File: src/verilog/cmf_pkg.sv
// Contract
// (RULE1) Read-only three-bit mode status: 000 normal, 001 disabled, 010 loopback.
// (RULE2) Status 011 listen-only, 100 configuration, 111 receive-all; 101/110 never reported.
// (RULE3) Capture enable set: one timer capture pulse per received message; clear: none.
// (RULE4) Compare depth 1..17 extends ID filter into payload bits; above 17 invalid.
// (RULE5) Compare depth zero: filter uses identifier only, no payload bits.
// (RULE6) Writable three-bit mode request, same codes; 000 selects normal bus operation.
// (RULE7) Receive-all mode ignores errors and copies partial frame to receive buffer.
// (RULE8) Window-select bit: 1 shows filter registers, 0 shows buffer registers.
package cmf_pkg;
  localparam logic [3:0] ADDR_CTRL1   = 4'h0;
  localparam logic [3:0] ADDR_CTRL2   = 4'h1;
  localparam int         REQ_LSB      = 8;
  localparam int         STAT_LSB     = 5;
  localparam int         CAP_BIT      = 3;
  localparam int         WIN_BIT      = 0;
  localparam logic [2:0] REQ_RESET    = 3'h4;
  localparam logic [2:0] STAT_RESET   = 3'h4;
  localparam logic [4:0] DEPTH_RESET  = 5'h00;
  localparam logic [4:0] DEPTH_MAX    = 5'h11;
  localparam int         DEPTH_MAX_I  = 17;
  localparam int         MODE_WAIT    = 2;

  typedef enum logic [2:0] {
    MODE_NORMAL  = 3'b000,
    MODE_DISABLE = 3'b001,
    MODE_LOOP    = 3'b010,
    MODE_LISTEN  = 3'b011,
    MODE_CONFIG  = 3'b100,
    MODE_RES5    = 3'b101,
    MODE_RES6    = 3'b110,
    MODE_RXALL   = 3'b111
  } cmf_mode_type;
endpackage

File: src/verilog/cmf_ctrl.sv
// Local design decisions: the address map and the plain strobed port.
module cmf_ctrl (
  // Clock and reset
  input  wire logic        clk,
  input  wire logic        sys_rst,
  // Register port
  input  wire logic [3:0]  reg_addr,
  input  wire logic [15:0] reg_wdata,
  input  wire logic        reg_wr,
  input  wire logic        reg_rd,
  output logic      [15:0] reg_rdata,
  // Protocol engine side
  input  wire logic        rx_msg_done,
  input  wire logic        rx_error,
  input  wire logic        mode_ack,
  input  wire logic [4:0]  depth_in,
  input  wire logic        depth_wr,
  // Outputs to the engine, filter and timer
  output logic      [2:0]  current_mode_status,
  output logic      [2:0]  requested_mode,
  output logic             timer_capture,
  output logic             register_window_select,
  output logic      [16:0] payload_compare_mask,
  output logic             payload_compare_on,
  output logic             depth_invalid,
  output logic             copy_partial,
  output logic             bus_pins_active
);
  logic [2:0]  req_r, req_nxt;
  logic [2:0]  stat_r, stat_nxt;
  logic        cap_en_r, cap_en_nxt;
  logic        win_r, win_nxt;
  logic [4:0]  depth_r, depth_nxt;
  logic [1:0]  wait_r, wait_nxt;
  logic        cap_r, cap_nxt;
  logic        part_r, part_nxt;
  logic [15:0] rdata_r, rdata_nxt;

  function automatic logic legal_mode(input logic [2:0] m);
    return !(m == cmf_pkg::MODE_RES5 || m == cmf_pkg::MODE_RES6);
  endfunction

  // Write decode shared by the update logic and the checks below
  function automatic logic ctrl1_write(input logic wr, input logic [3:0] addr);
    return wr && addr == cmf_pkg::ADDR_CTRL1;
  endfunction

  // Status follows the request once the engine agrees or after a short wait
  always_comb begin
    req_nxt    = req_r;
    cap_en_nxt = cap_en_r;
    win_nxt    = win_r;
    stat_nxt   = stat_r;
    wait_nxt   = wait_r;
    depth_nxt  = depth_wr ? depth_in : depth_r;
    if (ctrl1_write(reg_wr, reg_addr)) begin
      // Reserved codes are dropped so status can never show them
      if (legal_mode(reg_wdata[cmf_pkg::REQ_LSB +: 3])) begin // [RULE6]
        req_nxt  = reg_wdata[cmf_pkg::REQ_LSB +: 3];
        wait_nxt = 2'(cmf_pkg::MODE_WAIT);
      end
      cap_en_nxt = reg_wdata[cmf_pkg::CAP_BIT];
      win_nxt    = reg_wdata[cmf_pkg::WIN_BIT]; // [RULE8]
    end else if (stat_r != req_r) begin
      if (mode_ack || wait_r == 2'h0) begin
        stat_nxt = req_r; // [RULE1] [RULE2]
      end else begin
        wait_nxt = wait_r - 2'h1;
      end
    end
  end

  always_comb begin
    cap_nxt  = cap_en_r && rx_msg_done; // [RULE3]
    part_nxt = (stat_r == cmf_pkg::MODE_RXALL) && rx_error; // [RULE7]
    rdata_nxt = 16'h0000;
    if (reg_rd) begin
      unique case (reg_addr)
        cmf_pkg::ADDR_CTRL1: begin
          rdata_nxt[cmf_pkg::REQ_LSB +: 3]  = req_r;
          rdata_nxt[cmf_pkg::STAT_LSB +: 3] = stat_r; // [RULE1]
          rdata_nxt[cmf_pkg::CAP_BIT]       = cap_en_r;
          rdata_nxt[cmf_pkg::WIN_BIT]       = win_r;
        end
        cmf_pkg::ADDR_CTRL2: rdata_nxt[4:0] = depth_r;
        default:             rdata_nxt = 16'h0000;
      endcase
    end
  end

  always_ff @(posedge clk) begin
    if (sys_rst) begin
      req_r    <= cmf_pkg::REQ_RESET;
      stat_r   <= cmf_pkg::STAT_RESET;
      cap_en_r <= 1'b0;
      win_r    <= 1'b0;
      depth_r  <= cmf_pkg::DEPTH_RESET;
      wait_r   <= 2'h0;
      cap_r    <= 1'b0;
      part_r   <= 1'b0;
      rdata_r  <= 16'h0000;
    end else begin
      req_r    <= req_nxt;
      stat_r   <= stat_nxt;
      cap_en_r <= cap_en_nxt;
      win_r    <= win_nxt;
      depth_r  <= depth_nxt;
      wait_r   <= wait_nxt;
      cap_r    <= cap_nxt;
      part_r   <= part_nxt;
      rdata_r  <= rdata_nxt;
    end
  end

  cmf_depth_mask u_mask (
    .clk       (clk),
    .sys_rst   (sys_rst),
    .depth     (depth_r),
    .mask_r    (payload_compare_mask),
    .invalid_r (depth_invalid)
  );

  assign reg_rdata              = rdata_r;
  assign current_mode_status    = stat_r;
  assign requested_mode         = req_r;
  assign timer_capture          = cap_r;
  assign register_window_select = win_r;
  assign payload_compare_on     = |payload_compare_mask; // [RULE5]
  assign copy_partial           = part_r;
  assign bus_pins_active        = (stat_r == cmf_pkg::MODE_NORMAL); // [RULE6]

  property p_status_legal;
    @(posedge clk) disable iff (sys_rst) legal_mode(stat_r);
  endproperty
  a_status_legal: assert property (p_status_legal) else $error("reserved mode shown"); // [RULE2]

  property p_status_follows;
    @(posedge clk) disable iff (sys_rst)
      (stat_r != req_r && !reg_wr) ##1 !reg_wr [*3] |-> stat_r == $past(req_r, 3);
  endproperty
  a_status_follows: assert property (p_status_follows) else $error("status lags"); // [RULE1]

  property p_cap_on;
    @(posedge clk) disable iff (sys_rst) (cap_en_r && rx_msg_done) |=> timer_capture;
  endproperty
  a_cap_on: assert property (p_cap_on) else $error("capture missed"); // [RULE3]

  property p_cap_off;
    @(posedge clk) disable iff (sys_rst) timer_capture |-> $past(cap_en_r) && $past(rx_msg_done);
  endproperty
  a_cap_off: assert property (p_cap_off) else $error("spurious capture"); // [RULE3]

  property p_depth_zero;
    @(posedge clk) disable iff (sys_rst) depth_r == 5'h00 |=> payload_compare_mask == 17'h00000;
  endproperty
  a_depth_zero: assert property (p_depth_zero) else $error("depth 0 compares payload"); // [RULE5]

  property p_depth_top;
    @(posedge clk) disable iff (sys_rst)
      depth_r == cmf_pkg::DEPTH_MAX |=> payload_compare_mask == 17'h1FFFF;
  endproperty
  a_depth_top: assert property (p_depth_top) else $error("depth 17 mask wrong"); // [RULE4]

  property p_req_write;
    @(posedge clk) disable iff (sys_rst)
      (reg_wr && reg_addr == cmf_pkg::ADDR_CTRL1 && reg_wdata[10:8] == 3'h0)
      |=> requested_mode == 3'h0;
  endproperty
  a_req_write: assert property (p_req_write) else $error("normal request lost"); // [RULE6]

  property p_partial;
    @(posedge clk) disable iff (sys_rst)
      (stat_r == cmf_pkg::MODE_RXALL && rx_error) |=> copy_partial;
  endproperty
  a_partial: assert property (p_partial) else $error("partial copy missed"); // [RULE7]

  property p_win;
    @(posedge clk) disable iff (sys_rst)
      ctrl1_write(reg_wr, reg_addr)
      |=> register_window_select == $past(reg_wdata[cmf_pkg::WIN_BIT]);
  endproperty
  a_win: assert property (p_win) else $error("window select not stored"); // [RULE8]

  // Status may only ever step onto the pending request, never elsewhere
  property p_stat_jump;
    @(posedge clk) disable iff (sys_rst)
      !$stable(stat_r) |-> stat_r == $past(req_r);
  endproperty
  a_stat_jump: assert property (p_stat_jump) else $error("status took odd code"); // [RULE1]

  property p_stat_hold;
    @(posedge clk) disable iff (sys_rst)
      stat_r == req_r |=> $stable(stat_r);
  endproperty
  a_stat_hold: assert property (p_stat_hold) else $error("settled status moved"); // [RULE1]

  property p_stat_defer;
    @(posedge clk) disable iff (sys_rst)
      ctrl1_write(reg_wr, reg_addr) |=> $stable(stat_r);
  endproperty
  a_stat_defer: assert property (p_stat_defer) else $error("write did not defer"); // [RULE1]

  property p_req_drop;
    @(posedge clk) disable iff (sys_rst)
      ctrl1_write(reg_wr, reg_addr) && !legal_mode(reg_wdata[cmf_pkg::REQ_LSB +: 3])
      |=> $stable(requested_mode);
  endproperty
  a_req_drop: assert property (p_req_drop) else $error("reserved request kept"); // [RULE2]

  property p_req_take;
    @(posedge clk) disable iff (sys_rst)
      ctrl1_write(reg_wr, reg_addr) && legal_mode(reg_wdata[cmf_pkg::REQ_LSB +: 3])
      |=> requested_mode == $past(reg_wdata[cmf_pkg::REQ_LSB +: 3]);
  endproperty
  a_req_take: assert property (p_req_take) else $error("request not stored"); // [RULE6]

  property p_req_hold;
    @(posedge clk) disable iff (sys_rst)
      !ctrl1_write(reg_wr, reg_addr) |=> $stable(requested_mode);
  endproperty
  a_req_hold: assert property (p_req_hold) else $error("request moved"); // [RULE6]

  property p_req_legal;
    @(posedge clk) disable iff (sys_rst)
      legal_mode(req_r);
  endproperty
  a_req_legal: assert property (p_req_legal) else $error("reserved request held"); // [RULE2]

  property p_cap_store;
    @(posedge clk) disable iff (sys_rst)
      ctrl1_write(reg_wr, reg_addr) |=> cap_en_r == $past(reg_wdata[cmf_pkg::CAP_BIT]);
  endproperty
  a_cap_store: assert property (p_cap_store) else $error("capture enable lost"); // [RULE3]

  property p_cap_hold;
    @(posedge clk) disable iff (sys_rst)
      !ctrl1_write(reg_wr, reg_addr) |=> $stable(cap_en_r);
  endproperty
  a_cap_hold: assert property (p_cap_hold) else $error("capture enable moved"); // [RULE3]

  property p_cap_dis;
    @(posedge clk) disable iff (sys_rst)
      !cap_en_r |=> !timer_capture;
  endproperty
  a_cap_dis: assert property (p_cap_dis) else $error("capture while disabled"); // [RULE3]

  property p_cap_idle;
    @(posedge clk) disable iff (sys_rst)
      !rx_msg_done |=> !timer_capture;
  endproperty
  a_cap_idle: assert property (p_cap_idle) else $error("capture without message"); // [RULE3]

  property p_win_hold;
    @(posedge clk) disable iff (sys_rst)
      !ctrl1_write(reg_wr, reg_addr) |=> $stable(register_window_select);
  endproperty
  a_win_hold: assert property (p_win_hold) else $error("window moved"); // [RULE8]

  // Mask length is checked against the depth code, not against the mask module
  property p_mask_val;
    @(posedge clk) disable iff (sys_rst)
      depth_r <= cmf_pkg::DEPTH_MAX
      |=> payload_compare_mask == 17'((18'h00001 << $past(depth_r)) - 18'h00001);
  endproperty
  a_mask_val: assert property (p_mask_val) else $error("mask length wrong"); // [RULE4]

  property p_mask_bad;
    @(posedge clk) disable iff (sys_rst)
      depth_r > cmf_pkg::DEPTH_MAX |=> depth_invalid && payload_compare_mask == 17'h00000;
  endproperty
  a_mask_bad: assert property (p_mask_bad) else $error("invalid depth compared"); // [RULE4]

  property p_mask_ok;
    @(posedge clk) disable iff (sys_rst)
      depth_r <= cmf_pkg::DEPTH_MAX |=> !depth_invalid;
  endproperty
  a_mask_ok: assert property (p_mask_ok) else $error("valid depth flagged"); // [RULE4]

  property p_cmp_on;
    @(posedge clk) disable iff (sys_rst)
      payload_compare_on |-> payload_compare_mask[0];
  endproperty
  a_cmp_on: assert property (p_cmp_on) else $error("mask not from bit 0"); // [RULE5]

  property p_part_idle;
    @(posedge clk) disable iff (sys_rst)
      !(stat_r == cmf_pkg::MODE_RXALL && rx_error) |=> !copy_partial;
  endproperty
  a_part_idle: assert property (p_part_idle) else $error("copy outside receive-all"); // [RULE7]

  property p_part_mode;
    @(posedge clk) disable iff (sys_rst)
      copy_partial |-> $past(stat_r) == cmf_pkg::MODE_RXALL;
  endproperty
  a_part_mode: assert property (p_part_mode) else $error("copy in wrong mode"); // [RULE7]

  property p_rd_stat;
    @(posedge clk) disable iff (sys_rst)
      reg_rd && reg_addr == cmf_pkg::ADDR_CTRL1
      |=> reg_rdata[cmf_pkg::STAT_LSB +: 3] == $past(stat_r);
  endproperty
  a_rd_stat: assert property (p_rd_stat) else $error("status readback wrong"); // [RULE1]

  property p_rd_req;
    @(posedge clk) disable iff (sys_rst)
      reg_rd && reg_addr == cmf_pkg::ADDR_CTRL1
      |=> reg_rdata[cmf_pkg::REQ_LSB +: 3] == $past(req_r);
  endproperty
  a_rd_req: assert property (p_rd_req) else $error("request readback wrong"); // [RULE6]

  property p_rd_depth;
    @(posedge clk) disable iff (sys_rst)
      reg_rd && reg_addr == cmf_pkg::ADDR_CTRL2 |=> reg_rdata[4:0] == $past(depth_r);
  endproperty
  a_rd_depth: assert property (p_rd_depth) else $error("depth readback wrong"); // [RULE4]
endmodule

File: src/verilog/cmf_depth_mask.sv
// Turns a compare depth into a mask of payload bits to compare
module cmf_depth_mask (
  // Clock and reset
  input  wire logic        clk,
  input  wire logic        sys_rst,
  // Depth in, mask out
  input  wire logic [4:0]  depth,
  output logic      [16:0] mask_r,
  output logic             invalid_r
);
  logic [16:0] mask_nxt;
  logic        invalid_nxt;

  always_comb begin
    mask_nxt    = 17'h00000;
    invalid_nxt = depth > cmf_pkg::DEPTH_MAX;
    for (int i = 0; i < cmf_pkg::DEPTH_MAX_I; i++) begin
      // Bit i pairs identifier bit i with payload bit i counted from byte 1 bit 7
      if (!invalid_nxt && (i < int'(depth))) begin // [RULE4] [RULE5]
        mask_nxt[i] = 1'b1;
      end
    end
  end

  always_ff @(posedge clk) begin
    if (sys_rst) begin
      mask_r    <= 17'h00000;
      invalid_r <= 1'b0;
    end else begin
      mask_r    <= mask_nxt;
      invalid_r <= invalid_nxt;
    end
  end
endmodule

File: config.mk
export PLATFORM = sky130hd
export DESIGN_NAME = cmf_ctrl
export DESIGN_NICKNAME = d
export VERILOG_FILES = /design/src/verilog/cmf_pkg.sv /design/src/verilog/cmf_ctrl.sv /design/src/verilog/cmf_depth_mask.sv
export SDC_FILE = /design/constraint.sdc
export NUM_CORES = 1
export LEC_CHECK = 0
export BUFFER_PORTS_ARGS = -buffer_cell sky130_fd_sc_hd__buf_2
export CORE_ASPECT_RATIO = 2
export CORE_UTILIZATION = 46
export CTS_CLUSTER_SIZE = 24
export DETAILED_ROUTE_END_ITERATION = 10
export PLACE_DENSITY = 0.84
export SLEW_MARGIN = 10
export SYNTH_ARGS = -nofsm -noshare
export SYNTH_HDL_FRONTEND = slang
export SYNTH_SLANG_ARGS = --single-unit
File: constraint.sdc
create_clock -name clk -period 1.5 [get_ports clk]
set_clock_uncertainty 0.15 [all_clocks]
set_input_delay 0.075 -clock clk [delete_from_list [all_inputs] [get_ports clk]]
set_output_delay 0.075 -clock clk [all_outputs]
set_load 0.01 [all_outputs]
-- Word level (Yosys, flattened, before mapping)
Cells that the tools add are included.
- $add $sub $neg: 1
- magnitude comparators: 18
- equality and inequality tests: 7
- muxes and demuxes: 23
- bitwise logic cells: 5
- reduce and logical (&&, ||, !) cells: 34
- operators with widths (operator ; number):
    $lt 4x5->1 const A ; 8
    $logic_and 1x1->1 ; 20
    $lt 3x5->1 const A ; 4
    $mux 1 ; 17
    $reduce_or 17->1 ; 1
    $lt 1x5->1 const A ; 2
    $lt 2x5->1 const A ; 2
    $eq 3x3->1 const B ; 3
    $mux 2 ; 4
    $reduce_and 3->1 ; 2
    $reduce_or 3->1 ; 2
    $gt 5x5->1 const B ; 1
    $lt 5x5->1 const A ; 1
    $not 1->1 ; 5
    $eq 4x1->1 const B ; 1
    $logic_not 4->1 ; 1
    $ne 2x2->1 const B ; 2
    $pmux 1 s2 ; 2
    $logic_not 3->1 ; 1
    $ne 3x3->1 ; 1
    $logic_not 2->1 ; 1
    $logic_or 1x1->1 ; 2
    $reduce_and 2->1 ; 1
    $reduce_bool 2->1 ; 1
    other kinds (3) ; 3
- flip-flop bits (word level): 51
- bits of input ports: 33
- output and inout bits: 45
- word-level logic and storage cells: 102

-- Logic depth before layout (Yosys ltp)
Gate-level depths: netlist (run 1).
- depth after elaboration: 5
- mapped depth: 6

-- By module
Synthesis (run 1) repeated with hierarchy kept, for this count alone.
- cell total of the unflattened synthesis: 179
- area, all modules: 1795.5 um^2
- modules (own cells, without submodules) (module ; times used ; cells each ; area each (um^2)):
    cmf_ctrl ; 1 ; 115 ; 1127.3
    cmf_depth_mask ; 1 ; 64 ; 668.1

-- Worst setup path after synthesis (run 1)
Ideal clock, no wire load.
- path kind: reg-to-reg
- start: register wait_r[0]
- end: register stat_r[2], in the netlist current_mode_status[2]
- arrival: 1.110 ns
- data required time: 1.230 ns
- slack: 0.120 ns
- cell stages (with the launch flop): 6
- path buffers: 0
- clock period less this slack: 1.380 ns
- cells stage by stage: dfxtp_1 > inv_1 > ha_1 > nor2_1 > a21oi_2 > a211o_1
- word-level cells in the longest chain between the ends: 3
- RTL lines (item ; RTL line ; RTL):
    start: declaration ; cmf_ctrl.sv:34 ; logic [1:0] wait_r, wait_nxt;
    start signal: assignment ; cmf_ctrl.sv:108 ; wait_r <= wait_nxt;
    $logic_not 2->1 ; cmf_ctrl.sv:65 ; if (mode_ack || wait_r == 2'h0) begin
    $logic_or 1x1->1 ; cmf_ctrl.sv:65 ;
    $reduce_and 3->1 (no source line) ; -- ;
    end signal: assignment ; cmf_ctrl.sv:94 ; stat_r <= cmf_pkg::STAT_RESET;
    end signal: assignment ; cmf_ctrl.sv:104 ; stat_r <= stat_nxt;
    end: declaration ; cmf_ctrl.sv:30 ; logic [2:0] stat_r, stat_nxt;
Every way passes these cells.
A chain may end at the register's enable or synchronous reset.

-- Worst setup path in the final report (run 1)
- start: register u_mask.mask_r[16]
- end: output port payload_compare_on
- word-level cells in the longest chain between the ends: 1
- RTL lines (item ; RTL line ; RTL):
    start: declaration ; cmf_depth_mask.sv:8 ; output logic [16:0] mask_r,
    start signal: assignment ; cmf_depth_mask.sv:30 ; mask_r <= mask_nxt;
    $reduce_or 17->1 ; cmf_ctrl.sv:128 ; assign payload_compare_on = |payload_compare_mask;
    end: declaration ; cmf_ctrl.sv:24 ; output logic payload_compare_on,
Every way passes these cells.

==> results.json, run 1 <==
{
  "drt_iter0_markers": 33,
  "end_kind": "primary output",
  "area_growth_pct": 44.3,
  "antenna_found_initial": 0,
  "synth-edff-count": 0,
  "coreArea_sq_um": 3650,
  "final_cell_mix": "buf_2 (61), dfxtp_1 (41), dlygate4sd3_1 (20)",
  "synth.distinct_cells": 43,
  "fmax_ghz": 0.552,
  "dp_slack_ns": -0.0751,
  "regArea_sq_um": 927,
  "die_w_um": 45.6,
  "irDropWorstVdd_mv": 0.720,
  "fillCellCount": 290,
  "synth.top_cell.area_share": 0.526,
  "initial_utilization": 0.480,
  "worst_ep_arrival_time_ns": 1.59,
  "required_ns": 1.27,
  "grt_overflow": 0,
  "synth.avg_cell_area_sq_um": 9.73,
  "finalMaxSlewViolations": 0,
  "dr_total_vias": 1585,
  "status": "complete, but fails checks",
  "powerDensity_nw_per_um2": 987,
  "leakagePower_nw": 1.20,
  "tritoncts": "built",
  "first_pass_iters": 5,
  "dpl.hpwl_um": 2930,
  "synth-async-reset-ratio": 0,
  "clock_sinks": 46,
  "grt_max_degree": 32,
  "drcViolationCount": 0,
  "antenna_left": 0,
  "path_cells": "nor4_4 > nand4_1 > or4_1 > buf_2",
  "synth_flop_cell": "dfxtp_1",
  "netlist_instances": 180,
  "drv_cap": 0,
  "die-area_sq_um": 4070,
  "violations": "setup timing",
  "ys_ff_latch": 46,
  "critPathSlowestCell": "or4_1",
  "ys_seq_area_frac": 0.526,
  "htree_levels": 2,
  "cp-start-kind": "register",
  "place_inst": 289,
  "fin_nets": 302,
  "final.period_utilization": 1.21,
  "finish.utilization": 0.693,
  "synth_area_sq_um": 1750,
  "drive_gt1_frac": 0.375,
  "final_common_cell": "buf_2",
  "rsz0062_at_grt": "yes",
  "grt_pass1_wl_um": 6320,
  "port_buffers": 61,
  "antennaDiodeCount": 0,
  "ys_warn_count": 0,
  "ys_top_cells_by_area": "dfxtp_1 (53%), mux2i_1 (6.3%), a21oi_1 (4.3%)",
  "min_path_type": "input pin to register",
  "die_h_um": 89.3,
  "ioPinCount": 78,
  "wl_per_cell_um": 13.4,
  "root_buffer": "clkbuf_8",
  "numCtsBuffers": 5,
  "viasPerCell": 4.98,
  "finalNonFillerCells": 318,
  "path_class": "register to primary output",
  "yosys.area.top_type": "dfxtp_1",
  "finalSetupViolCount": 1,
  "gp_congestion": 0.768,
  "hold_viol": 0,
  "cts_buffer_depth": 2,
  "wl_um": 4270,
  "max_stage_delay_ns": 0.41,
  "multi_input_area_sq_um": 823,
  "finalCriticalPeriod_ns": 1.81,
  "cp_max_fo": 2,
  "num_rows": 31,
  "setup-tns-final_ns": -0.311,
  "grt.total_usage": 0.222,
  "clk_latency_ns": 0.29,
  "path_clk_slew_ns": 0.08,
  "first_global_vias": 1481,
  "timing.final.ws_setup_ns": -0.311
}
==> through the flow <==
stage	hold slack (ns)	total power, mW	instance area (sq um)
6_report	0.0191	2.49	2530
5_1_grt	0.0141	2.59	2530
4_1_cts	0.00193	2.49	2470
3_5_place_dp	0.161	1.57	2130
3_3_place_gp	0.153	1.56	2130
2_1_floorplan	0.0722	1.47	1770
==> path summary, 6_finish.rpt <==
path         slack, ns  cells after the start                      to               from
max              -0.31                      4      payload_compare_on  u_mask.mask_r[16]
max reg2reg       0.02                      5  current_mode_status[2]          wait_r[0]
min               0.02                      3            reg_rdata[3]        reg_addr[0]
min reg2reg       0.33                      2                cap_en_r           cap_en_r
==> flip-flops by register name, indices dropped and copies added, names as in the netlist <==
register and cells:
reg_rdata 11, current_mode_status 3, u_mask.invalid_r 1, depth_r 5, wait_r 2, requested_mode 3, register_window_select 1, timer_capture 1
u_mask.mask_r 17, copy_partial 1, cap_en_r 1
==> layer usage <==
metal | vias to the layer above | GRT usage | wire, um
li1 | 789 | - | -
met1 | 741 | 0.184 | 1410
met2 | 47 | 0.443 | 2630
met3 | 8 | 0.0465 | 136
met4 | 0 | 0.116 | 83
met5 | - | 0 | 0
==> what timing repair did <==
| action | CTS | global route |
|---|---|---|
| endpoints found under the setup margin | 1 | 10 |
| setup buffers | 0 | 1 |
| endpoints found under the hold margin | 15 | 0 |
| hold buffers | 20 | 0 |
| pin swaps | 3 | 2 |
| gates resized for setup | 6 | 11 |
==> report_power, final <==
part	total (mW)	switching, mW	internal (mW)
registers	1.29	0.0344	1.26
logic	0.315	0.153	0.162
clock network	0.885	0.395	0.490
total	2.49	0.582	1.91
==> area by class of cell <==
cell class,count,share of cell area
Timing Repair Buffer,93,0.236
Inverter,3,0.00446
Clock buffer,5,0.0272
Multi-Input combinational cell,119,0.326
Sequential cell,46,0.367
Tap cell,49,0.0243
Clock inverter,3,0.0158
==> synthesized netlist by cell type (2+ instances only) <==
library cell,count
nor2b_1,2
o21a_1,2
a21oi_1,15
nor2_1,19
and3_1,4
nand2b_1,2
clkbuf_1,7
nand4_1,2
nor3_1,4
or2_2,2
xnor2_1,4
o21bai_1,2
and2_1,8
a211oi_1,2
inv_1,3
o21ai_0,2
nand2_1,6
and3b_1,2
dfxtp_1,46
nand3_1,6
nor4_1,3
buf_4,6
mux2i_1,11
==> cell families after synthesis <==
group                      after synthesis  share of synthesized area
and+or+nand+nor                         67                      0.211
muxes                                   11                     0.0629
buffers and inverters                   19                     0.0550
DFF                                     46                      0.526
other                                    1                    0.00214
xor gates and xnor gates                 4                     0.0200
AOI/OAI and AO/OA                       31                      0.116
adders and majority gates                1                    0.00714
==> critical path, delay by kind of cell, from the launching register on <==
family | cells | cell delay (ns)
and+or+nand+nor | 3 | 0.81
DFF | 1 | 0.33
buffers and inverters | 1 | 0.16
(Power assumes the default switching activity.)
==> run 2, diff against run 1 <==
- BUFFER_PORTS_ARGS: -buffer_cell sky130_fd_sc_hd__buf_2 -> -buffer_cell sky130_fd_sc_hd__buf_4
==> results.json, run 2 (synthesis gave the netlist of run 1 again) <==
{
  "wl_um": 4240,
  "cp-start-kind": "register",
  "r2r-end": "wait_r[1]",
  "worst_ep_arrival_time_ns": 1.61,
  "die_h_um": 89.3,
  "path_clk_slew_ns": 0.08,
  "finalSetupViolCount": 1,
  "endpoint": "payload_compare_on",
  "cts_setup_buffers": 0,
  "dr_total_vias": 1585,
  "drv_cap": 0,
  "r2r-start": "wait_r[0]",
  "port_buffers": 61,
  "antenna_left": 0,
  "fin_nets": 301,
  "ioPinCount": 78,
  "num_rows": 31,
  "finalCriticalPeriod_ns": 1.83,
  "fmax_ghz": 0.545,
  "wl_met3_um": 159,
  "wl_per_cell_um": 13.4,
  "powerDensity_nw_per_um2": 890,
  "antennaDiodeCount": 0,
  "required_ns": 1.27,
  "area_growth_pct": 49.3,
  "coreArea_sq_um": 3650,
  "largest-register": "u_mask.mask_r",
  "tritoncts": "built",
  "final_common_cell": "buf_4",
  "end_kind": "primary output",
  "highest_layer": "met4",
  "crit_path_start": "u_mask.mask_r[2]",
  "clock_sinks": 46,
  "viasPerCell": 5.02,
  "htree_levels": 2,
  "cp_max_fo": 2,
  "die_w_um": 45.6,
  "finalMaxSlewViolations": 0,
  "root_buffer": "clkbuf_8",
  "grt.total_usage": 0.232,
  "drcViolationCount": 0,
  "grt_pass1_wl_um": 6670,
  "violations": "hold timing, setup timing",
  "die-area_sq_um": 4070,
  "largest_register_ffs": 17,
  "min_path_type": "input pin to register",
  "leakagePower_nw": 1.20,
  "clk_latency_ns": 0.30,
  "path_class": "register to primary output",
  "met1_length_um": 1360,
  "grt_overflow": 0,
  "first_pass_iters": 4,
  "irDropWorstVdd_mv": 0.858,
  "hold_viol": 2,
  "cts_buffer_depth": 2,
  "numCtsBuffers": 5,
  "gp_congestion": 0.739,
  "dpl.hpwl_um": 2970,
  "rrSetupSlack_ns": 0.05,
  "dp_slack_ns": -0.155,
  "status": "complete, but fails checks",
  "reg2regPathDepth": 6,
  "routed-wl-met2_um": 2640,
  "drive_gt1_frac": 0.375,
  "first_global_vias": 1571,
  "grt_max_degree": 32,
  "timing.final.ws_setup_ns": -0.334,
  "final_cell_mix": "buf_4 (74), dfxtp_1 (43), nor2_1 (18)",
  "drt_iter0_markers": 26,
  "final.period_utilization": 1.22,
  "antenna_found_initial": 0,
  "holdWs_ns": -0.00539,
  "initial_utilization": 0.480,
  "rsz0062_at_grt": "yes"
}
[run 2: changes by cell type in the layout (fill, tap and decap cells not counted), moves of 2 or more]
cell           previous run  this run
buf_4                    12        74
buf_2                    61         0
dfxtp_2                   5         3
dfxtp_1                  41        43
dlygate4sd3_1            20        17
[run 2: worst min path at each step]
stage,start,endpoint,slack (ns),cells after the start
after floorplan,reg_wdata[8],requested_mode[0],0.07,2
after global placement,sys_rst,register_window_select,0.13,2
after detailed placement,sys_rst,cap_en_r,0.13,2
after CTS,reg_addr[2],reg_rdata[3],-0.01,4
after global routing,reg_addr[2],reg_rdata[3],0.03,4
final,reg_addr[2],reg_rdata[3],-0.005,4
[run 2: metrics by stage]
stage	instances	total power, mW	util	instance area [sq um]	TNS [ns]
after floorplan	184	1.47	-	1770	0
after global placement	292	1.60	0.632	2310	-0.0673
after detailed placement	292	1.61	0.632	2310	-0.155
after CTS	320	2.34	0.718	2620	-0.347
after global routing	316	2.41	0.717	2620	-0.433
final	316	2.33	0.717	2620	-0.334
[run 2: layout make-up]
cell class,instances,area [sq um]
Clock buffer,5,68.8
Inverter,3,11.3
Tap cell,49,61.3
Clock inverter,2,10.0
Sequential cell,46,925
Timing Repair Buffer,92,737
Fill cell,287,1030
Multi-Input combinational cell,119,802
[run 2: critical path: stages, from the launching register on]
cell and delay (ns):
dfxtp_2 0.34, nor4_4 0.30, nand4_1 0.10, or4_1 0.41
buf_4 0.16
[run 2: where the power goes]
group | internal (mW) | switching [mW] | total, mW
sequential | 1.26 | 0.0319 | 1.29
clock | 0.312 | 0.381 | 0.694
combinational | 0.186 | 0.154 | 0.341
total | 1.76 | 0.567 | 2.33
[run 2: what timing repair did]
item	in CTS	in global routing
pin swaps	2	1
setup endpoints to repair	1	13
hold buffers	21	0
endpoints found under the hold margin	17	0
gates resized for setup	4	9
[run 2: per-layer routing]
layer | vias up | track usage
li1 | 779 | -
met1 | 749 | 0.175
met2 | 49 | 0.487
met3 | 8 | 0.0505
met4 | 0 | 0.107
met5 | - | 0
